$ cat src/hw/led_pwr_pkg.sv
// Behaviour
// - Shared indicator pins are sampled as configuration at reset release, then drive status.
// - Standard scheme: sampled low gives an active-high driver; sampled high gives an active-low driver.
// - Standard scheme: all off without link; link, one speed pair output and, at full duplex, duplex lit.
// - Standard scheme: transmit and receive toggle; collision toggles all three in half duplex only; end off.
// - Standard scheme with active-low drivers: on is low pin, off is high pin.
// - Advanced scheme: four mode outputs, only the linked mode lit, none without link.
// - Advanced scheme: half-duplex output flashes on receive and transmit activity.
// - Advanced scheme: full-duplex output flashes on receive activity only.
// - Advanced scheme: active output is a high pin, inactive a low pin.
// - Power down the ten path at 100 Mbps and the hundred path at 10 Mbps.
// - Power-down control bit 11 disables everything except management access.
// - No link partner energy for 4 seconds reduces drive to link pulses only.
// - Any line energy while unplugged restores full transmit and receive at once.
// - Idle-wire bit 0 set stops the receive clock while only idles arrive.
// - Receive clock restarts exactly one cycle before receive data valid rises.
// - Receive clock stops again 64 cycles after data valid falls, if only idles follow.
package led_pwr_pkg;

  // ----------------------------------------------------------------
  // Timing
  // ----------------------------------------------------------------
  localparam int CLK_HZ           = 20_000_000;
  localparam int CYC_PER_MS       = CLK_HZ / 1000;
  localparam int UNPLUG_TIME_MS   = 4000;
  localparam int UNPLUG_CYCLES    = UNPLUG_TIME_MS * CYC_PER_MS;
  localparam int BLINK_TIME_MS    = 50;
  localparam int BLINK_CYCLES     = BLINK_TIME_MS * CYC_PER_MS;
  localparam int IDLE_TAIL_CYCLES = 64;

  // ----------------------------------------------------------------
  // Register map
  // ----------------------------------------------------------------
  localparam int          ADDR_W         = 12;
  localparam logic [11:0] CONTROL_OFFSET = 12'h000;
  localparam logic [11:0] MISC_OFFSET    = 12'h004;
  localparam logic [11:0] STATUS_OFFSET  = 12'h008;
  localparam logic [11:0] STRAP_OFFSET   = 12'h00C;
  localparam logic [31:0] CONTROL_RESET  = 32'h0000_0000;
  localparam logic [31:0] MISC_RESET     = 32'h0000_0000;
  localparam int          POWER_DOWN_BIT = 11;
  localparam int          IDLE_WIRE_BIT  = 0;
  localparam int          ADV_SCHEME_BIT = 1;
  localparam int          ST_LINK_BIT    = 0;
  localparam int          ST_SPEED_BIT   = 1;
  localparam int          ST_DUPLEX_BIT  = 2;
  localparam int          ST_UNPLUG_BIT  = 3;
  localparam int          ST_RXCLK_BIT   = 4;
  localparam int          ST_STRAP_BIT   = 5;
  localparam logic [1:0]  RESP_OKAY      = 2'h0;
  localparam logic [1:0]  RESP_SLVERR    = 2'h2;

  // ----------------------------------------------------------------
  // Shared indicator pins
  // ----------------------------------------------------------------
  localparam int NUM_LED_PINS = 7;
  localparam int NUM_BLINKERS = 4;

  typedef struct packed {
    logic link;
    logic speed_100;
    logic full_duplex;
  } port_status_s;

  typedef struct packed {
    logic tx;
    logic rx;
    logic col;
  } activity_s;

  typedef enum logic [1:0] {
    RXC_RUN  = 2'b00,
    RXC_TAIL = 2'b01,
    RXC_STOP = 2'b10
  } rxclk_state_e;

endpackage

$ cat src/hw/led_blinker.sv
`timescale 1ns/1ps
// Toggles on each tick while activity was seen, otherwise rests off
module led_blinker (
  input  wire logic aclk,
  input  wire logic aresetn,
  input  wire logic tick,
  input  wire logic activity,
  output logic      blink
);

  logic seen;

  // Activity arriving on the tick itself is kept for the next period
  always_ff @(posedge aclk) begin
    if (!aresetn) begin
      seen  <= 1'b0;
      blink <= 1'b0;
    end else begin
      seen <= activity | (seen & ~tick);
      if (tick) begin
        blink <= (seen | activity) ? ~blink : 1'b0;
      end
    end
  end

endmodule

$ cat src/hw/led_power_ctrl.sv
`timescale 1ns/1ps
module led_power_ctrl #(
  parameter int UNPLUG_LIMIT = led_pwr_pkg::UNPLUG_CYCLES,
  parameter int BLINK_LIMIT  = led_pwr_pkg::BLINK_CYCLES,
  parameter int TAIL_LIMIT   = led_pwr_pkg::IDLE_TAIL_CYCLES
) (
  input  wire logic                             aclk,
  input  wire logic                             aresetn,
  // AXI4-Lite slave
  input  wire logic [led_pwr_pkg::ADDR_W-1:0]   s_axi_awaddr,
  input  wire logic                             s_axi_awvalid,
  output logic                                  s_axi_awready,
  input  wire logic [31:0]                      s_axi_wdata,
  input  wire logic [3:0]                       s_axi_wstrb,
  input  wire logic                             s_axi_wvalid,
  output logic                                  s_axi_wready,
  output logic [1:0]                            s_axi_bresp,
  output logic                                  s_axi_bvalid,
  input  wire logic                             s_axi_bready,
  input  wire logic [led_pwr_pkg::ADDR_W-1:0]   s_axi_araddr,
  input  wire logic                             s_axi_arvalid,
  output logic                                  s_axi_arready,
  output logic [31:0]                           s_axi_rdata,
  output logic [1:0]                            s_axi_rresp,
  output logic                                  s_axi_rvalid,
  input  wire logic                             s_axi_rready,
  // Port state from the transceiver core
  input  wire led_pwr_pkg::port_status_s        port_status,
  input  wire led_pwr_pkg::activity_s           activity,
  input  wire logic                             rx_dv_core,
  input  wire logic                             rx_idle_core,
  input  wire logic                             line_energy,
  // Shared indicator and configuration pins
  input  wire logic [led_pwr_pkg::NUM_LED_PINS-1:0] led_pin_in,
  output logic [led_pwr_pkg::NUM_LED_PINS-1:0]      led_pin_out,
  output logic [led_pwr_pkg::NUM_LED_PINS-1:0]      led_pin_oe,
  // Power and receive clock controls
  output logic                                  ten_path_en,
  output logic                                  hundred_path_en,
  output logic                                  tx_full_drive,
  output logic                                  link_pulse_only,
  output logic                                  core_enable,
  output logic                                  rx_clk_en,
  output logic                                  rx_dv
);

  import led_pwr_pkg::*;

  localparam int UNP_W  = $clog2(UNPLUG_LIMIT + 1);
  localparam int BLK_W  = $clog2(BLINK_LIMIT + 1);
  localparam int TAIL_W = $clog2(TAIL_LIMIT + 1);

  // Counters need at least one cycle, the tail counter two, to mean anything
  if (UNPLUG_LIMIT < 1 || BLINK_LIMIT < 1 || TAIL_LIMIT < 2) begin : g_bad_param
    $error("led_power_ctrl: timing parameters out of range");
  end

  // ----------------------------------------------------------------
  // Register bus
  // ----------------------------------------------------------------
  logic [31:0]       control;
  logic [31:0]       misc;
  logic [ADDR_W-1:0] wr_addr;
  logic [31:0]       wr_data;
  logic [3:0]        wr_strb;
  logic              unplugged;
  logic              strap_done;
  logic [NUM_LED_PINS-1:0] active_low;

  wire aw_hs     = s_axi_awvalid & s_axi_awready;
  wire w_hs      = s_axi_wvalid & s_axi_wready;
  wire ar_hs     = s_axi_arvalid & s_axi_arready;
  wire wr_go     = ~s_axi_awready & ~s_axi_wready & ~s_axi_bvalid;
  wire wr_ctrl   = wr_go & (wr_addr == CONTROL_OFFSET);
  wire wr_misc   = wr_go & (wr_addr == MISC_OFFSET);
  wire wr_ok     = wr_ctrl | wr_misc |
                   (wr_addr == STATUS_OFFSET) | (wr_addr == STRAP_OFFSET);
  wire [31:0] strb_mask = {{8{wr_strb[3]}}, {8{wr_strb[2]}},
                           {8{wr_strb[1]}}, {8{wr_strb[0]}}};

  wire power_down  = control[POWER_DOWN_BIT];
  wire idle_wire   = misc[IDLE_WIRE_BIT];
  wire adv_scheme  = misc[ADV_SCHEME_BIT];

  // Read mux; status word reflects live block state
  wire [31:0] status_word = {26'h0, strap_done, rx_clk_en, unplugged,
                             port_status.full_duplex, port_status.speed_100,
                             port_status.link};
  wire rd_ctrl = (s_axi_araddr == CONTROL_OFFSET);
  wire rd_misc = (s_axi_araddr == MISC_OFFSET);
  wire rd_stat = (s_axi_araddr == STATUS_OFFSET);
  wire rd_strp = (s_axi_araddr == STRAP_OFFSET);
  wire rd_ok   = rd_ctrl | rd_misc | rd_stat | rd_strp;
  wire [31:0] rd_word = rd_ctrl ? control :
                        rd_misc ? misc :
                        rd_stat ? status_word :
                        rd_strp ? {25'h0, active_low} : 32'h0000_0000;

  // Write address and data are taken in either order, one write at a time
  always_ff @(posedge aclk) begin
    if (!aresetn) begin
      s_axi_awready <= 1'b1;
      s_axi_wready  <= 1'b1;
      s_axi_bvalid  <= 1'b0;
      s_axi_bresp   <= RESP_OKAY;
      wr_addr       <= '0;
      wr_data       <= 32'h0000_0000;
      wr_strb       <= 4'h0;
    end else begin
      if (aw_hs) begin
        s_axi_awready <= 1'b0;
        wr_addr       <= s_axi_awaddr;
      end
      if (w_hs) begin
        s_axi_wready <= 1'b0;
        wr_data      <= s_axi_wdata;
        wr_strb      <= s_axi_wstrb;
      end
      if (wr_go) begin
        s_axi_bvalid <= 1'b1;
        s_axi_bresp  <= wr_ok ? RESP_OKAY : RESP_SLVERR;
      end else if (s_axi_bvalid && s_axi_bready) begin
        s_axi_bvalid  <= 1'b0;
        s_axi_awready <= 1'b1;
        s_axi_wready  <= 1'b1;
      end
    end
  end

  // Control registers; management stays reachable in power-down
  always_ff @(posedge aclk) begin
    if (!aresetn) begin
      control <= CONTROL_RESET;
      misc    <= MISC_RESET;
    end else begin
      if (wr_ctrl) begin
        control <= (control & ~strb_mask) | (wr_data & strb_mask);
      end
      if (wr_misc) begin
        misc <= (misc & ~strb_mask) | (wr_data & strb_mask);
      end
    end
  end

  // Read channel answers one cycle after the address is taken
  always_ff @(posedge aclk) begin
    if (!aresetn) begin
      s_axi_arready <= 1'b1;
      s_axi_rvalid  <= 1'b0;
      s_axi_rdata   <= 32'h0000_0000;
      s_axi_rresp   <= RESP_OKAY;
    end else if (ar_hs) begin
      s_axi_arready <= 1'b0;
      s_axi_rvalid  <= 1'b1;
      s_axi_rdata   <= rd_word;
      s_axi_rresp   <= rd_ok ? RESP_OKAY : RESP_SLVERR;
    end else if (s_axi_rvalid && s_axi_rready) begin
      s_axi_rvalid  <= 1'b0;
      s_axi_arready <= 1'b1;
    end
  end

  // ----------------------------------------------------------------
  // Pin synchronisers
  // ----------------------------------------------------------------
  logic [NUM_LED_PINS-1:0] pin_meta;
  logic [NUM_LED_PINS-1:0] pin_sync;
  logic                    energy_meta;
  logic                    energy_sync;

  // Left without reset so the strap level is already settled at release
  always_ff @(posedge aclk) begin
    pin_meta    <= led_pin_in;
    pin_sync    <= pin_meta;
    energy_meta <= line_energy;
    energy_sync <= energy_meta;
  end

  // ----------------------------------------------------------------
  // Strap capture
  // ----------------------------------------------------------------
  // Pins are not driven until the strap is taken in the first cycle out of reset
  always_ff @(posedge aclk) begin
    if (!aresetn) begin
      strap_done <= 1'b0;
      active_low <= '0;
    end else if (!strap_done) begin
      strap_done <= 1'b1;
      active_low <= pin_sync;
    end
  end

  // ----------------------------------------------------------------
  // Blink timebase and toggling indicators
  // ----------------------------------------------------------------
  logic [BLK_W-1:0]        blink_cnt;
  logic                    blink_tick;
  logic [NUM_BLINKERS-1:0] blink;

  // Free running divider; a visible rate matters more than precision
  always_ff @(posedge aclk) begin
    if (!aresetn) begin
      blink_cnt  <= '0;
      blink_tick <= 1'b0;
    end else if (blink_cnt == BLK_W'(BLINK_LIMIT - 1)) begin
      blink_cnt  <= '0;
      blink_tick <= 1'b1;
    end else begin
      blink_cnt  <= blink_cnt + 1'b1;
      blink_tick <= 1'b0;
    end
  end

  // Activity gated by link and power; collisions only count in half duplex
  wire linked  = port_status.link & ~power_down;
  wire s100    = port_status.speed_100;
  wire fdx     = port_status.full_duplex;
  wire col_hd  = linked & activity.col & ~fdx;
  wire tx_any  = linked & (activity.tx | col_hd);
  wire rx_any  = linked & (activity.rx | col_hd);
  wire adv_act = linked & (fdx ? activity.rx
                               : (activity.rx | activity.tx));
  wire [NUM_BLINKERS-1:0] blink_src = {adv_act, col_hd, rx_any, tx_any};

  for (genvar i = 0; i < NUM_BLINKERS; i++) begin : g_blink
    led_blinker u_blinker (
      .aclk     (aclk),
      .aresetn  (aresetn),
      .tick     (blink_tick),
      .activity (blink_src[i]),
      .blink    (blink[i])
    );
  end

  // ----------------------------------------------------------------
  // Indicator mapping
  // ----------------------------------------------------------------
  // Standard order: speed pair 0/1, link, duplex, transmit, receive, collision
  wire [1:0] speed_pair_indicator = {linked & ~s100, linked & s100};
  wire       link_indicator       = linked;
  wire       duplex_indicator     = linked & fdx;
  wire       transmit_indicator   = linked & blink[0];
  wire       receive_indicator    = linked & blink[1];
  wire       collision_indicator  = linked & blink[2];
  wire [NUM_LED_PINS-1:0] std_on = {collision_indicator, receive_indicator,
                                    transmit_indicator, duplex_indicator,
                                    link_indicator, speed_pair_indicator};

  // Advanced: one output per linked mode, flashing off on activity
  wire ten_half_indicator     = linked & ~s100 & ~fdx & ~blink[3];
  wire ten_full_indicator     = linked & ~s100 & fdx & ~blink[3];
  wire hundred_half_indicator = linked & s100 & ~fdx & ~blink[3];
  wire hundred_full_indicator = linked & s100 & fdx & ~blink[3];
  wire [NUM_LED_PINS-1:0] adv_on = {3'b000, hundred_full_indicator,
                                    hundred_half_indicator, ten_full_indicator,
                                    ten_half_indicator};

  // Standard follows the strapped polarity; advanced always drives active high
  wire [NUM_LED_PINS-1:0] std_level = std_on ^ active_low;
  wire [NUM_LED_PINS-1:0] next_level = adv_scheme ? adv_on : std_level;

  always_ff @(posedge aclk) begin
    if (!aresetn) begin
      led_pin_out <= '0;
      led_pin_oe  <= '0;
    end else begin
      led_pin_out <= strap_done ? next_level : '0;
      led_pin_oe  <= {NUM_LED_PINS{strap_done}};
    end
  end

  // ----------------------------------------------------------------
  // Unplugged detection
  // ----------------------------------------------------------------
  logic [UNP_W-1:0] unplug_cnt;

  // Energy clears at once; silence must last the whole window to set
  always_ff @(posedge aclk) begin
    if (!aresetn) begin
      unplug_cnt <= '0;
      unplugged  <= 1'b0;
    end else if (energy_sync) begin
      unplug_cnt <= '0;
      unplugged  <= 1'b0;
    end else if (unplug_cnt == UNP_W'(UNPLUG_LIMIT - 1)) begin
      unplugged  <= 1'b1;
    end else begin
      unplug_cnt <= unplug_cnt + 1'b1;
    end
  end

  // ----------------------------------------------------------------
  // Power path controls
  // ----------------------------------------------------------------
  always_ff @(posedge aclk) begin
    if (!aresetn) begin
      ten_path_en     <= 1'b0;
      hundred_path_en <= 1'b0;
      tx_full_drive   <= 1'b0;
      link_pulse_only <= 1'b0;
      core_enable     <= 1'b0;
    end else begin
      ten_path_en     <= ~power_down & ~s100;
      hundred_path_en <= ~power_down & s100;
      tx_full_drive   <= ~power_down & ~unplugged;
      link_pulse_only <= ~power_down & unplugged;
      core_enable     <= ~power_down;
    end
  end

  // ----------------------------------------------------------------
  // Idle-wire receive clock gate
  // ----------------------------------------------------------------
  rxclk_state_e      rxc_state;
  rxclk_state_e      next_rxc_state;
  logic [TAIL_W-1:0] tail_cnt;
  logic              dv_d1;

  // Quiet means no frame anywhere in the two-stage valid pipe, idles only
  wire quiet     = rx_idle_core & ~rx_dv_core & ~dv_d1 & ~rx_dv;
  wire tail_done = (tail_cnt == TAIL_W'(TAIL_LIMIT - 1));

  always_comb begin
    next_rxc_state = rxc_state;
    case (rxc_state)
      RXC_RUN: begin
        if (idle_wire && quiet) begin
          next_rxc_state = RXC_TAIL;
        end
      end
      RXC_TAIL: begin
        if (!idle_wire || !quiet) begin
          next_rxc_state = RXC_RUN;
        end else if (tail_done) begin
          next_rxc_state = RXC_STOP;
        end
      end
      RXC_STOP: begin
        if (!idle_wire || !quiet) begin
          next_rxc_state = RXC_RUN;
        end
      end
      default: begin
        next_rxc_state = RXC_RUN;
      end
    endcase
  end

  // Valid is delayed two cycles so the clock can lead it by exactly one
  always_ff @(posedge aclk) begin
    if (!aresetn) begin
      rxc_state <= RXC_RUN;
      tail_cnt  <= '0;
      dv_d1     <= 1'b0;
      rx_dv     <= 1'b0;
      rx_clk_en <= 1'b0;
    end else begin
      rxc_state <= next_rxc_state;
      tail_cnt  <= (next_rxc_state == RXC_TAIL) ? tail_cnt + 1'b1 : '0;
      dv_d1     <= rx_dv_core & ~power_down;
      rx_dv     <= dv_d1 & ~power_down;
      rx_clk_en <= ~power_down & (next_rxc_state != RXC_STOP);
    end
  end

endmodule

$ cat config.mk
export PLATFORM = sky130hd
export DESIGN_NAME = led_power_ctrl
export DESIGN_NICKNAME = d
export VERILOG_FILES = /design/src/hw/led_pwr_pkg.sv /design/src/hw/led_blinker.sv /design/src/hw/led_power_ctrl.sv
export SDC_FILE = /design/constraint.sdc
export NUM_CORES = 1
export LEC_CHECK = 0
export BUFFER_PORTS_ARGS = -buffer_cell sky130_fd_sc_hd__buf_2
export CORE_UTILIZATION = 61
export CTS_CLUSTER_SIZE = 28
export DETAILED_ROUTE_END_ITERATION = 8
export PLACE_DENSITY = 0.84
export SYNTH_ARGS = -nofsm -noshare
export SYNTH_HDL_FRONTEND = slang
export SYNTH_HIERARCHICAL = 1
export SYNTH_SLANG_ARGS = --single-unit
$ cat constraint.sdc
create_clock -name aclk -period 3.1 [get_ports aclk]
set_input_delay 0 -clock aclk [delete_from_list [all_inputs] [get_ports aclk]]
set_output_delay 0 -clock aclk [all_outputs]
set_load 0.01 [all_outputs]
==> Flow_metrics.wiki <==
{| class="wikitable"
! Metric !! Value
|-
| Data required time of the critical path || 3560 ps
|-
| Xor/xnor cell area share of the yosys netlist || 0.03863
|-
| Crit path capture type || register
|-
| Global-route met1 utilization || 0.3716
|-
| Final Max Tran Viols || 0
|-
| First-pass GRT wire length || 40010 um
|-
| Count of boundary I/O pins || 145
|-
| Synthesis Warnings || 6
|-
| Area overhead of the layout relative to synthesis || 23.14%
|-
| Count of port buffers added during placement || 142
|-
| Number of synthesized flops with an enable pin || 0
|-
| Layout Skew || 14.87 ps
|-
| Highest fanout seen on the critical path || 14
|-
| Cell count after synthesis || 1144
|-
| GR Overflow Total || 0
|-
| Horizontal die dimension || 129.9 um
|-
| Source-to-sink clock delay at the later pin of the worst-skew pair || 530 ps
|-
| Number of global-route vias before repair || 8431
|-
| Synth cell count leaders || sky130_fd_sc_hd__nand2_1, sky130_fd_sc_hd__dfxtp_1, sky130_fd_sc_hd__a21oi_1
|-
| Worst path max stage delay || 730 ps
|-
| Global routing met3 resource utilization || 0.04346
|-
| Hold violation total from the final report || 0
|-
| Pin count of the biggest net entering global routing || 63
|-
| Post-synthesis compound-gate area fraction || 0.1170
|-
| Worst setup SP type || primary input
|-
| Number of cell rows || 46
|-
| Number of fill cells || 1072
|-
| Via-to-Cell Ratio || 5.537
|-
| Mux cell area share after synthesis || 0.04427
|-
| Buffer levels on the longest clock path || 3
|-
| Buffers inserted by post-CTS timing repair || 0
|-
| TritonCTS clock tree || yes
|-
| Dominant cells by area after synthesis || sky130_fd_sc_hd__dfxtp_1, sky130_fd_sc_hd__nand2_1, sky130_fd_sc_hd__a21oi_1, sky130_fd_sc_hd__mux2i_1, sky130_fd_sc_hd__nor2_1
|-
| Pwr/cell area || 564.8 nW/um^2
|-
| Fin crit share || 0.7899
|-
| Sequential element share of the synthesized area || 0.5157
|-
| ANT nets after route || 0
|-
| Kind of path behind the tightest hold check || primary input to register
|-
| Final Critical Period || 2449 ps
|-
| Total core area || 15940 sq um
|-
| Initial antenna violation count || 0
|-
| WP data arrival || 2910 ps
|-
| Largest family of logic cells by synthesized area || simple AND/OR/NAND/NOR gates
|-
| Actual slew at the worst max-slew pin || 942.1 ps
|-
| Max-Slew Margin vs Limit || 0.3719
|-
| Count of H-tree levels built during CTS || 1
|-
| Diode count || 0
|-
| Synth area leader || sky130_fd_sc_hd__dfxtp_1
|-
| Cell at the root of the clock tree || sky130_fd_sc_hd__clkbuf_16
|-
| Maximum Capacitance Violations || 0
|-
| Total vias in the final route || 8693
|-
| Total die area || 16870 sq um
|-
| Final weighted congestion in routability-driven placement || 0.8528
|-
| Nets || 1423
|-
| DRC violation total after the first TritonRoute iteration || 629
|-
| Residual DRC || 0
|-
| Highest-utilization routing layer at the global route stage || met2
|-
| Met2 GRT Util || 0.5175
|-
| Share of synthesized registers carrying an async set or reset || 0
|-
| Dominant register cell in the synthesized netlist || sky130_fd_sc_hd__dfxtp_1
|-
| Chip height || 129.9 um
|-
| CTS sink cnt || 257
|-
| Total Power Consumption || 6.939 mW
|-
| Unrepaired setup endpoints after global routing || false
|-
| Initial core utilization || 0.6258
|-
| Detailed Place HPWL || 14760 um
|-
| Detail-routed net length per standard cell || 15.64 um
|-
| Cell Chain, Critical Path || dlygate4sd3_1 > buf_2 > nor4_4 > dlygate4sd3_1 > nand3_4 > or2_1 > buf_4 > o21ai_2
|-
| Most numerous cell in the Yosys netlist || sky130_fd_sc_hd__nand2_1
|-
| Count of distinct cell types in the synthesized netlist || 58
|-
| Post-Synthesis Mean Instance Area || 8.721 sq um
|-
| WS Path Type || primary input to register
|-
| First-pass detailed-route iteration total || 5
|-
| Cell at the slowest stage of the critical path || sky130_fd_sc_hd__dlygate4sd3_1
|-
| Post-synthesis share of cell area spent on full adders, half adders and majority gates || 0.003762
|-
| Combined global-route utilization of all metal layers || 0.2965
|-
| Lkg Pwr || 4.838 nW
|-
| Post-Synthesis Cell Area || 9977 sq um
|-
| CTS clock-pin slew for the worst setup and hold paths || 60 ps
|-
| Result of the run || completed
|-
| Routed wire length || 24550 um
|-
| Peak supply drop || 473.2 uV
|-
| Layout cell share with drive strength beyond 1 || 0.1750
|-
| Library cell appearing most often on the critical path || sky130_fd_sc_hd__dlygate4sd3_1
|-
| Number of CTS-inserted buffers || 25
|-
| Setup-violating endpoint count in the final report || 0
|-
| Area share of the largest cell type after synthesis || 0.5157
|-
| Yosys reg bits || 257
|-
| Max Clock Freq || 408.4 MHz
|-
| Setup_tns || 0 ps
|-
| Simple-gate share of the synthesized area || 0.2409
|}
## worst paths after layout
check / start / endpoint / slack (ps) / cells past startpoint
min: s_axi_araddr[3] / s_axi_rdata[5] / 60 / 5
min reg2reg: pin_meta[6] / pin_sync[6] / 320 / 0
max: s_axi_araddr[1] / s_axi_rdata[25] / 650 / 8
max reg2reg: wr_addr[5] / register / 730 / 5
## worst max-delay path, delay by kind of cell
family	cells	cell delay [ps]
AO/OA/AOI/OAI	1	150
AND/OR/NAND/NOR	3	980
buffers and inverters	4	1750
## through the flow
| step | worst slack (ps) | instances | cell area (sq um) | util | hold slack, ps |
|---|---|---|---|---|---|
| floorplan | 1086 | 1145 | 9981 | - | 27.72 |
| global placement | 799.8 | 1450 | 10700 | 0.6709 | 102.2 |
| detailed placement | 739.0 | 1450 | 10700 | 0.6709 | 104.2 |
| CTS | 709.6 | 1570 | 12290 | 0.7706 | 52.88 |
| global route | 557.8 | 1570 | 12290 | 0.7706 | 103.4 |
| finish | 651.3 | 1570 | 12290 | 0.7706 | 62.58 |
## power by group
part | leakage (nW) | internal, mW | switching [mW] | total (mW)
clock network | 0.407 | 1.79 | 1.27 | 3.06
registers | 2.09 | 3.38 | 0.0673 | 3.45
logic | 2.34 | 0.199 | 0.236 | 0.435
## cell usage in the layout (no fill, tap or decap), types with 14 or more instances in the layout
cell type / n
sky130_fd_sc_hd__nand2_1: 273
sky130_fd_sc_hd__dfxtp_1: 257
sky130_fd_sc_hd__buf_2: 142
sky130_fd_sc_hd__a21oi_1: 122
sky130_fd_sc_hd__nor2_1: 80
sky130_fd_sc_hd__dlygate4sd3_1: 76
sky130_fd_sc_hd__nand3_1: 59
sky130_fd_sc_hd__mux2i_1: 43
sky130_fd_sc_hd__xor2_1: 29
sky130_fd_sc_hd__clkbuf_16: 25
sky130_fd_sc_hd__o21ai_0: 22
sky130_fd_sc_hd__o21ai_2: 20
sky130_fd_sc_hd__xnor2_1: 15
sky130_fd_sc_hd__and2_1: 14
## final cells by class
cell class / count / area [sq um] / share of cell area
timing repair buffer: 229 / 1554 / 0.1265
clock inverter: 13 / 160.2 / 0.01304
tap: 216 / 270.3 / 0.02200
sequential: 257 / 5145 / 0.4188
multi-input combinational: 813 / 4446 / 0.3619
clock buffer: 31 / 668.1 / 0.05438
inverter: 11 / 42.54 / 0.003463
## repair_timing
action / in CTS / in global routing
hold buffers: 76 / 0
resized for setup: 0 / 0
endpoints found under the hold margin: 89 / 0
## logic make-up after synthesis
group           Yosys count
other cells               1
xor+xnor                 44
fa+ha+maj                 3
buf+inv                  75
simple gates            520
mux                      44
compound gates          200
flops                   257
## routing by layer
metal | part of all wire | routed length, um
met2 | 0.49 | 12020
met5 | 0 | 0
met4 | 0.031 | 752
met3 | 0.061 | 1486
met1 | 0.42 | 10300
Power figures use the tool's default switching activity.
